[config.mk]
export PLATFORM = sky130hd
export DESIGN_NAME = jtd_tap
export DESIGN_NICKNAME = d
export VERILOG_FILES = /design/src/design/jtd_pkg.sv /design/src/design/jtd_tap.sv
export SDC_FILE = /design/constraint.sdc
export NUM_CORES = 1
export LEC_CHECK = 0
export BUFFER_PORTS_ARGS = -buffer_cell sky130_fd_sc_hd__buf_2
export CAP_MARGIN = 20
export CORE_UTILIZATION = 25
export DETAILED_ROUTE_END_ITERATION = 16
export GPL_TIMING_DRIVEN = 0
export PLACE_DENSITY_LB_ADDON = 0.3
export SYNTH_ARGS = -nofsm -noshare
export SYNTH_HDL_FRONTEND = slang
export SYNTH_SLANG_ARGS = --single-unit
[constraint.sdc]
create_clock -name REF_CLK -period 6 [get_ports REF_CLK]
set_clock_uncertainty 0.05 [all_clocks]
set_input_delay 0.9 -clock REF_CLK [delete_from_list [all_inputs] [get_ports REF_CLK]]
set_output_delay 0.9 -clock REF_CLK [all_outputs]
set_load 0.03 [all_outputs]
[src/design/jtd_pkg.sv]
// constants for the test access port instruction decode block
package jtd_pkg;
    localparam int IR_W = 16;
    localparam logic [15:0] IR_RESET = 16'h0000;
    localparam logic [15:0] IR_CAPTURE = 16'h0001;
    localparam logic [15:0] OP_EXTEST = 16'h0000;
    localparam logic [15:0] OP_SAMPLE = 16'h0002;
    localparam logic [15:0] OP_IDCODE = 16'h0004;
    localparam logic [15:0] OP_BYPASS = 16'hFFFF;
    localparam logic [15:0] OP_NVM_CTL = 16'h0082;
    localparam logic [15:0] OP_NVM_DAT = 16'h0083;
    localparam logic [15:0] OP_NVM_ADR = 16'h0084;
    localparam logic [15:0] OP_NVM_SCL = 16'h0085;
    localparam int BSR_LEN = 134;
    localparam int ID_W = 32;
    // arbitrary identification value
    localparam logic [31:0] ID_VALUE = 32'h1234_5001;

    typedef enum logic [3:0] {
        TLR, RTI, SEL_DR, CAP_DR, SH_DR, EX1_DR, PAU_DR, EX2_DR,
        UPD_DR, SEL_IR, CAP_IR, SH_IR, EX1_IR, PAU_IR, EX2_IR, UPD_IR
    } jtd_tap_t;

    typedef enum logic [2:0] {
        P_BSR, P_ID, P_BYP, P_CTL, P_DAT, P_ADR, P_SCL
    } jtd_path_t;
endpackage

[src/design/jtd_tap.sv]
// test access port: tap controller, instruction decode, data registers
// Contract
// - four pins only: TCK, TMS, TDI from host, TDO from device.
// - capture, shift, update happen in the standard tap states.
// - 16-bit instruction register shifted between TDI and TDO.
// - three boundary-scan data registers, four memory access registers.
// - code 0000 routes the boundary register, pins under test control.
// - code 0004 selects the identification register.
// - code FFFF selects the one-stage bypass register.
// - code 0082 selects the memory access control register.
// - code 0083 selects the memory data port register.
// - code 0084 selects the memory target address register.
// - code 0085 selects the memory timing scale register.
// - code 0002 observes and presets boundary latches without driving.
// - during EXTEST all inputs to core logic are forced to one.
// - identification register is 32 bits, shifts a fixed value.
// - boundary register is a 134-bit shift register.
`timescale 1ns/1ps
module jtd_tap
    import jtd_pkg::*;
#(
    parameter int PIN_N = 8,
    parameter int CTL_W = 8,
    parameter int DAT_W = 8,
    parameter int ADR_W = 17,
    parameter int SCL_W = 8
) (
    input wire logic REF_CLK,
    input wire logic RST_N,
    input wire logic TCK,
    input wire logic TMS,
    input wire logic TDI,
    output logic TDO,
    output logic TDO_OE,
    input wire logic [BSR_LEN-1:0] BSC_CAPTURE,
    output logic [BSR_LEN-1:0] BSC_UPDATE,
    output logic BSC_DRIVE,
    input wire logic [PIN_N-1:0] PIN_IN,
    output logic [PIN_N-1:0] CORE_IN,
    input wire logic [DAT_W-1:0] NVM_RDATA,
    output logic [CTL_W-1:0] NVM_CTRL,
    output logic [DAT_W-1:0] NVM_WDATA,
    output logic NVM_WRITE,
    output logic [ADR_W-1:0] NVM_ADDR,
    output logic [SCL_W-1:0] NVM_SCALE
);
    logic tck_s1, tck_s2, tck_s3, tms_s1, tms_s2, tdi_s1, tdi_s2;
    logic [BSR_LEN-1:0] bsc_s1, bsc_s2;
    logic [PIN_N-1:0] pin_s1, pin_s2;
    logic tck_rise, tck_fall;
    jtd_tap_t state, next_state;
    jtd_path_t path;
    logic [IR_W-1:0] ir, ir_sh;
    logic [BSR_LEN-1:0] bsr_sh;
    logic [ID_W-1:0] id_sh;
    logic byp_sh;
    logic [CTL_W-1:0] ctl_sh;
    logic [DAT_W-1:0] dat_sh;
    logic [ADR_W-1:0] adr_sh;
    logic [SCL_W-1:0] scl_sh;
    logic dr_out;

    // pins and pads come from outside this clock, two stages each, three for tck
    always_ff @(posedge REF_CLK) begin
        if (!RST_N) begin
            tck_s1 <= 1'b0;
            tck_s2 <= 1'b0;
            tck_s3 <= 1'b0;
            tms_s1 <= 1'b1;
            tms_s2 <= 1'b1;
            tdi_s1 <= 1'b1;
            tdi_s2 <= 1'b1;
        end else begin
            tck_s1 <= TCK;
            tck_s2 <= tck_s1;
            tck_s3 <= tck_s2;
            tms_s1 <= TMS;
            tms_s2 <= tms_s1;
            tdi_s1 <= TDI;
            tdi_s2 <= tdi_s1;
        end
    end

    always_ff @(posedge REF_CLK) begin
        if (!RST_N) begin
            bsc_s1 <= '0;
            bsc_s2 <= '0;
            pin_s1 <= '0;
            pin_s2 <= '0;
        end else begin
            bsc_s1 <= BSC_CAPTURE;
            bsc_s2 <= bsc_s1;
            pin_s1 <= PIN_IN;
            pin_s2 <= pin_s1;
        end
    end

    // tms and tdi see the same delay as tck, so host setup holds
    assign tck_rise = tck_s2 & ~tck_s3;
    assign tck_fall = ~tck_s2 & tck_s3;

    always_comb begin
        next_state = state;
        case (state)
            TLR: next_state = tms_s2 ? TLR : RTI;
            RTI: next_state = tms_s2 ? SEL_DR : RTI;
            SEL_DR: next_state = tms_s2 ? SEL_IR : CAP_DR;
            CAP_DR: next_state = tms_s2 ? EX1_DR : SH_DR;
            SH_DR: next_state = tms_s2 ? EX1_DR : SH_DR;
            EX1_DR: next_state = tms_s2 ? UPD_DR : PAU_DR;
            PAU_DR: next_state = tms_s2 ? EX2_DR : PAU_DR;
            EX2_DR: next_state = tms_s2 ? UPD_DR : SH_DR;
            UPD_DR: next_state = tms_s2 ? SEL_DR : RTI;
            SEL_IR: next_state = tms_s2 ? TLR : CAP_IR;
            CAP_IR: next_state = tms_s2 ? EX1_IR : SH_IR;
            SH_IR: next_state = tms_s2 ? EX1_IR : SH_IR;
            EX1_IR: next_state = tms_s2 ? UPD_IR : PAU_IR;
            PAU_IR: next_state = tms_s2 ? EX2_IR : PAU_IR;
            EX2_IR: next_state = tms_s2 ? UPD_IR : SH_IR;
            UPD_IR: next_state = tms_s2 ? SEL_DR : RTI;
            default: next_state = TLR;
        endcase
    end

    always_ff @(posedge REF_CLK) begin
        if (!RST_N)
            state <= TLR;
        else if (tck_rise)
            state <= next_state;
    end

    always_comb begin
        if (ir == OP_EXTEST || ir == OP_SAMPLE)
            path = P_BSR;
        else if (ir == OP_IDCODE)
            path = P_ID;
        else if (ir == OP_NVM_CTL)
            path = P_CTL;
        else if (ir == OP_NVM_DAT)
            path = P_DAT;
        else if (ir == OP_NVM_ADR)
            path = P_ADR;
        else if (ir == OP_NVM_SCL)
            path = P_SCL;
        else
            path = P_BYP;
    end

    // instruction shifter and latched instruction
    always_ff @(posedge REF_CLK) begin
        if (!RST_N) begin
            ir_sh <= '0;
            ir <= IR_RESET;
        end else if (tck_rise) begin
            case (state)
                TLR: ir <= IR_RESET;
                CAP_IR: ir_sh <= IR_CAPTURE;
                SH_IR: ir_sh <= {tdi_s2, ir_sh[IR_W-1:1]};
                UPD_IR: ir <= ir_sh;
                default: ir <= ir;
            endcase
        end
    end

    // each data register shifts only while its path is selected
    always_ff @(posedge REF_CLK) begin
        if (!RST_N) begin
            bsr_sh <= '0;
            id_sh <= '0;
            byp_sh <= 1'b0;
        end else if (tck_rise && state == CAP_DR) begin
            if (path == P_BSR)
                bsr_sh <= bsc_s2;
            if (path == P_ID)
                id_sh <= ID_VALUE;
            if (path == P_BYP)
                byp_sh <= 1'b0;
        end else if (tck_rise && state == SH_DR) begin
            if (path == P_BSR)
                bsr_sh <= {tdi_s2, bsr_sh[BSR_LEN-1:1]};
            if (path == P_ID)
                id_sh <= {tdi_s2, id_sh[ID_W-1:1]};
            if (path == P_BYP)
                byp_sh <= tdi_s2;
        end
    end

    // memory access registers; their meaning lies beyond this block
    always_ff @(posedge REF_CLK) begin
        if (!RST_N) begin
            ctl_sh <= '0;
            dat_sh <= '0;
            adr_sh <= '0;
            scl_sh <= '0;
        end else if (tck_rise && state == CAP_DR) begin
            if (path == P_CTL)
                ctl_sh <= NVM_CTRL;
            if (path == P_DAT)
                dat_sh <= NVM_RDATA;
            if (path == P_ADR)
                adr_sh <= NVM_ADDR;
            if (path == P_SCL)
                scl_sh <= NVM_SCALE;
        end else if (tck_rise && state == SH_DR) begin
            if (path == P_CTL)
                ctl_sh <= {tdi_s2, ctl_sh[CTL_W-1:1]};
            if (path == P_DAT)
                dat_sh <= {tdi_s2, dat_sh[DAT_W-1:1]};
            if (path == P_ADR)
                adr_sh <= {tdi_s2, adr_sh[ADR_W-1:1]};
            if (path == P_SCL)
                scl_sh <= {tdi_s2, scl_sh[SCL_W-1:1]};
        end
    end

    always_ff @(posedge REF_CLK) begin
        if (!RST_N) begin
            NVM_CTRL <= '0;
            NVM_WDATA <= '0;
            NVM_WRITE <= 1'b0;
            NVM_ADDR <= '0;
            NVM_SCALE <= '0;
        end else begin
            NVM_WRITE <= 1'b0;
            if (tck_rise && state == UPD_DR) begin
                if (path == P_CTL)
                    NVM_CTRL <= ctl_sh;
                if (path == P_DAT) begin
                    NVM_WDATA <= dat_sh;
                    NVM_WRITE <= 1'b1;
                end
                if (path == P_ADR)
                    NVM_ADDR <= adr_sh;
                if (path == P_SCL)
                    NVM_SCALE <= scl_sh;
            end
        end
    end

    // update latches load under both codes; only EXTEST drives pins
    always_ff @(posedge REF_CLK) begin
        if (!RST_N) begin
            BSC_UPDATE <= '0;
            BSC_DRIVE <= 1'b0;
            CORE_IN <= '0;
        end else begin
            if (tck_rise && state == UPD_DR && path == P_BSR)
                BSC_UPDATE <= bsr_sh;
            BSC_DRIVE <= (ir == OP_EXTEST);
            CORE_IN <= (ir == OP_EXTEST) ? '1 : pin_s2;
        end
    end

    always_comb begin
        case (path)
            P_BSR: dr_out = bsr_sh[0];
            P_ID: dr_out = id_sh[0];
            P_CTL: dr_out = ctl_sh[0];
            P_DAT: dr_out = dat_sh[0];
            P_ADR: dr_out = adr_sh[0];
            P_SCL: dr_out = scl_sh[0];
            default: dr_out = byp_sh;
        endcase
    end

    // tdo changes on the falling tck edge so the host samples it stable
    always_ff @(posedge REF_CLK) begin
        if (!RST_N) begin
            TDO <= 1'b0;
            TDO_OE <= 1'b0;
        end else if (tck_fall) begin
            TDO <= (state == SH_IR) ? ir_sh[0] : dr_out;
            TDO_OE <= (state == SH_IR || state == SH_DR);
        end
    end

    AST_TLR_RESETS_IR: assert property (@(posedge REF_CLK) disable iff (!RST_N)
        (tck_rise && state == TLR) |=> ir == IR_RESET)
        else $error("instruction not reset in test logic reset");
    AST_IR_SHIFT: assert property (@(posedge REF_CLK) disable iff (!RST_N)
        (tck_rise && state == SH_IR)
        |=> ir_sh == {$past(tdi_s2), $past(ir_sh[IR_W-1:1])})
        else $error("instruction shift wrong");
    AST_EXTEST_PATH: assert property (@(posedge REF_CLK) disable iff (!RST_N)
        (tck_rise && state == UPD_IR && ir_sh == OP_EXTEST)
        |=> path == P_BSR ##1 BSC_DRIVE)
        else $error("extest did not select boundary");
    AST_IDCODE_CAPTURE: assert property (@(posedge REF_CLK)
        disable iff (!RST_N)
        (tck_rise && state == CAP_DR && ir == OP_IDCODE)
        |=> id_sh == ID_VALUE)
        else $error("idcode value not captured");
    AST_BYPASS_ONE_STAGE: assert property (@(posedge REF_CLK)
        disable iff (!RST_N)
        (tck_rise && state == SH_DR && ir == OP_BYPASS)
        |=> byp_sh == $past(tdi_s2))
        else $error("bypass not one stage");
    AST_CTL_UPDATE: assert property (@(posedge REF_CLK) disable iff (!RST_N)
        (tck_rise && state == UPD_DR && ir == OP_NVM_CTL)
        |=> NVM_CTRL == $past(ctl_sh))
        else $error("control register not updated");
    AST_DAT_WRITE: assert property (@(posedge REF_CLK) disable iff (!RST_N)
        (tck_rise && state == UPD_DR && ir == OP_NVM_DAT)
        |=> NVM_WRITE ##1 !NVM_WRITE)
        else $error("data write strobe wrong");
    AST_ADR_UPDATE: assert property (@(posedge REF_CLK) disable iff (!RST_N)
        (tck_rise && state == UPD_DR && ir == OP_NVM_ADR)
        |=> NVM_ADDR == $past(adr_sh))
        else $error("address register not updated");
    AST_SCL_UPDATE: assert property (@(posedge REF_CLK) disable iff (!RST_N)
        (tck_rise && state == UPD_DR && ir == OP_NVM_SCL)
        |=> NVM_SCALE == $past(scl_sh))
        else $error("scale register not updated");
    AST_SAMPLE_NO_DRIVE: assert property (@(posedge REF_CLK)
        disable iff (!RST_N)
        (ir == OP_SAMPLE) [*2] |-> !BSC_DRIVE)
        else $error("sample drove the pins");
    AST_EXTEST_FORCE: assert property (@(posedge REF_CLK) disable iff (!RST_N)
        (ir == OP_EXTEST) [*2] |-> CORE_IN == '1)
        else $error("core inputs not forced high");
    AST_UNKNOWN_BYPASS: assert property (@(posedge REF_CLK)
        disable iff (!RST_N)
        (tck_rise && state == UPD_IR && ir_sh == 16'h0001)
        |=> path == P_BYP)
        else $error("unknown code not bypass");
    AST_BSR_SHIFT: assert property (@(posedge REF_CLK) disable iff (!RST_N)
        (tck_rise && state == SH_DR && path == P_BSR)
        |=> bsr_sh[BSR_LEN-1] == $past(tdi_s2))
        else $error("boundary shift wrong");

    COV_IR_LOAD: cover property (@(posedge REF_CLK)
        tck_rise && state == UPD_IR);
    COV_ID_SHIFT: cover property (@(posedge REF_CLK)
        tck_rise && state == SH_DR && path == P_ID);
    COV_NVM_WRITE: cover property (@(posedge REF_CLK) NVM_WRITE);
    COV_EXTEST_DRIVE: cover property (@(posedge REF_CLK)
        BSC_DRIVE && state == UPD_DR);
endmodule

==> impl_metrics.env <==
export IMPL_status="completed"
export IMPL_synth_net_count=2857
export IMPL_remaining_drc_errors=0
export IMPL_fin_util_pct=31.5
export IMPL_p_comb_share_pct=2.8
export IMPL_average_cell_area_after_synthesis_um2=9.24
export IMPL_grt_antenna_before_repair=12
export IMPL_wl_met3_mm=4.90
export IMPL_cts_inserted_buffers=81
export IMPL_worstPathCellList="nor3b_1 -> o21ai_1 -> nor3_2 -> clkbuf_1 -> buf_2 -> a311oi_1"
export IMPL_min_delay_path_depth=1
export IMPL_relSlewSlack_pct=29.4
export IMPL_grt_ovfl_total=0
export IMPL_synthesis_area_um2=25000
export IMPL_clock_tree_root_cell="clkbuf_16"
export IMPL_report_final_slew_viol_count=0
export IMPL_globalRouteTotalUtil_pct=15.0
export IMPL_core_area_um2=98700
export IMPL_average_wire_per_standard_cell_um=17.3
export IMPL_numPlacedInstances=4336
export IMPL_hold_path_endpoint="tms_s2$_SDFF_PN1_"
export IMPL_number_of_flops_mapped_to_enable_cells_by_yosys=0
export IMPL_synth_seq_cells=722
export IMPL_reg2reg_path_depth=6
export IMPL_clkSinkCount=722
export IMPL_cts_resized=0
export IMPL_setup_worst_path_class="flop to flop"
export IMPL_port_buffers=340
export IMPL_layout_filler_cells=10400
export IMPL_fmax_achieved_ghz=0.289
export IMPL_ant_nets=0
export IMPL_dpl_cell_area_um2=28400
export IMPL_num_io_pins=342
export IMPL_grt_max_degree=14
export IMPL_critical_path_max_stage_delay_ns=0.80
export IMPL_post_route_cells_drive_above_1_share_pct=18.2
export IMPL_grt_pass1_wl_mm=117
export IMPL_timing_setup_tns_ns=0
export IMPL_pwr_density_cell_nw_per_um2=328
export IMPL_worst_path_max_delay_cell="clkbuf_1"
export IMPL_synthToLayoutAreaGrowth_pct=24.6
export IMPL_drt_pass1_iterations=5
export IMPL_ys_dominant_reg_cell="dfxtp_1"
export IMPL_cts_hold_buffers_added=0
export IMPL_hp_class="flop to flop"
export IMPL_worst_path_dominant_cell_family="buffers and inverters"
export IMPL_timing_final_setup_violations=0
export IMPL_finish_instance_area_um2=31100
export IMPL_place_gp_congestion=0.813
export IMPL_power_leakage_nw=11.8
export IMPL_worst_slew_pin_transition_ns=1.06
export IMPL_cap_viol_max_count=0
export IMPL_cellInternalPower_w=0.00796
export IMPL_tritoncts="done"
export IMPL_dr_wl_met2_mm=36.8
export IMPL_worstPathRequired_ns=6.44
export IMPL_layout_cells_non_filler=4487
export IMPL_min_from="tms_s1$_SDFF_PN1_"
export IMPL_finalPower_w=0.0102
export IMPL_chipWidth_um=318
export IMPL_critical_path_start_type="flop"
export IMPL_regToRegStartpoint="tck_s2$_SDFF_PN0_"
export IMPL_drt_initial_drc_count=1289
export IMPL_net_switching_power_w=0.00227
export IMPL_final_period_utilization_pct=57.8
export IMPL_worst_path_maximum_fanout=10
export IMPL_crit_path_end_kind="flop"
export IMPL_cp_arrival_ns=3.90
export IMPL_asyncSetResetFlopFracSynth_pct=0
export IMPL_reg2reg_setup_slack_ns=2.53
export IMPL_initial_utilization_pct=25.3
export IMPL_route_top_layer_used="met5"
export IMPL_cts_setup_buffers=0
export IMPL_die_h_um=318
export IMPL_synth_cells=2702
export IMPL_estimated_wirelength_of_the_detail_placed_design_mm=58.1
export IMPL_post_detailed_route_via_to_cell_ratio=4.36
export IMPL_hold_viol=0
export IMPL_rsz0062_at_grt="no"
export IMPL_cts_root_to_sink_buffers=3
export IMPL_seq_area_frac_synth_pct=57.9
export IMPL_clk_latency_ns=0.64
export IMPL_routed_wirelength_mm=77.6
export IMPL_dr_total_vias=19600
export IMPL_nets=3288
export IMPL_synth_warning_count=0
export IMPL_met1Wirelength_mm=34.2
export IMPL_timing_rr_end="bsr_sh[32]$_SDFFE_PN0P_"
export IMPL_die_area_um2=101000
export IMPL_sw_frac_of_total_pct=22.2
export IMPL_num_rows=115
export IMPL_cp_num_buf_inv=2
export IMPL_htreeDepth=3
export IMPL_timing_final_crit_period_ns=3.47
export IMPL_cts_reportedPaths_clkPinSlew_ns=0.06
export IMPL_grt_pass1_vias=19000
export IMPL_ys_types=61
export IMPL_vdd_ir_drop_worst_mv=0.173
export IMPL_clockPowerShare_pct=49.1
export IMPL_power_share_sequential_pct=48.1
[cell type report]
class                           count  area [um2]  share of cell area, %
Sequential cell                   722       14500                   46.4
Multi-Input combinational cell   1764        9600                   30.8
Clock buffer                      115        2390                   7.67
Timing Repair Buffer              348        1820                   5.86
Tap cell                         1287        1610                   5.17
Buffer                            211         902                   2.90
Clock inverter                     31         324                   1.04
Inverter                            5        18.8                 0.0603
Antenna cell                        4        10.0                 0.0322
[worst max path at each step]
stage | endpoint | slack (ns) | cells after the start | start
2_1_floorplan | ir[10]$_SDFFE_PN0P_ | 3.78 | 6 | RST_N
3_3_place_gp | NVM_WRITE$_SDFF_PN0_ | 1.83 | 6 | RST_N
3_5_place_dp | BSC_UPDATE[129]$_SDFFE_PN0P_ | 2.35 | 6 | RST_N
4_1_cts | bsr_sh[32]$_SDFFE_PN0P_ | 2.42 | 6 | tck_s2$_SDFF_PN0_
5_1_grt | bsr_sh[89]$_SDFFE_PN0P_ | 2.26 | 6 | tck_s2$_SDFF_PN0_
6_report | bsr_sh[32]$_SDFFE_PN0P_ | 2.53 | 6 | tck_s2$_SDFF_PN0_
[synthesized netlist by cell type (all sizes together), types with 4 or more instances]
| library cell | instances | area, um2 |
|---|---|---|
| dfxtp | 722 | 14500 |
| nand2 | 645 | 2420 |
| and2 | 289 | 1810 |
| nor2 | 203 | 762 |
| a21oi | 188 | 941 |
| clkbuf | 160 | 601 |
| a311oi | 135 | 1180 |
| mux2i | 74 | 741 |
| nand3 | 52 | 275 |
| buf | 51 | 300 |
| nor3 | 27 | 156 |
| mux2 | 22 | 248 |
| a211oi | 21 | 235 |
| a22oi | 17 | 128 |
| o21ai | 14 | 70.1 |
| a21o | 12 | 90.1 |
| nand2b | 9 | 56.3 |
| nor4 | 9 | 111 |
| inv | 5 | 18.8 |
| nor2b | 4 | 25.0 |
| or3 | 4 | 25.0 |
[through the flow]
step,setup WS [ns],hold slack (ns)
2_1_floorplan,3.78,0.336
3_3_place_gp,1.83,0.345
3_5_place_dp,2.35,0.349
4_1_cts,2.42,0.357
5_1_grt,2.26,0.376
6_report,2.53,0.361
[cell families (layout without fill, tap and decap cells)]
family                    count (synthesis)  count (layout)  synth area share (%)
and+or+nand+nor                        1257            1257                  23.1
DFF                                     722             722                  57.9
AOI/OAI and AO/OA                       410             410                  11.4
buffers and inverters                   216             710                  3.68
muxes                                    96              96                  3.96
xor gates and xnor gates                  1               1                0.0351
other                                     0               4                     0
[power groups by stage]
stage	clock [W]	sequential (W)	combinational [W]
2_1_floorplan	0	0.00502	0.000139
3_3_place_gp	0	0.00503	0.000291
3_5_place_dp	0	0.00503	0.000295
4_1_cts	0.00514	0.00492	0.000296
5_1_grt	0.00534	0.00493	0.000319
6_report	0.00502	0.00492	0.000288
[cells in the final DEF, fill, tap and decap left out, types with 5 or more instances in the layout]
cell type | Yosys | final
dfxtp_1 | 722 | 722
nand2_1 | 645 | 645
buf_2 | 35 | 375
and2_1 | 289 | 289
nor2_1 | 203 | 203
a21oi_1 | 188 | 188
clkbuf_1 | 160 | 172
a311oi_1 | 135 | 135
clkbuf_16 | 0 | 83
mux2i_1 | 74 | 74
nand3_1 | 49 | 49
nor3_1 | 24 | 24
mux2_2 | 22 | 22
clkbuf_8 | 0 | 19
a22oi_1 | 17 | 17
clkinv_2 | 0 | 15
buf_4 | 13 | 14
o21ai_0 | 13 | 13
a211oi_2 | 13 | 13
a21o_1 | 12 | 12
nand2b_1 | 9 | 9
a211oi_1 | 7 | 7
inv_1 | 5 | 5
buf_8 | 0 | 5
[layer usage]
layer | up-vias | global-route usage, %
li1 | 9883 | -
met1 | 9166 | 18.7
met2 | 402 | 25.2
met3 | 104 | 3.83
met4 | 6 | 4.68
met5 | - | 0
[sequential cells by signal (all words and copies together) (netlist names), 16 cells and up]
name and count:
ir 16, adr_sh 17, bsc_s2 134, bsc_s1 134
NVM_ADDR 17, ir_sh 16, BSC_UPDATE 134, id_sh 32
bsr_sh 134
Power figures use the tool's default switching activity.
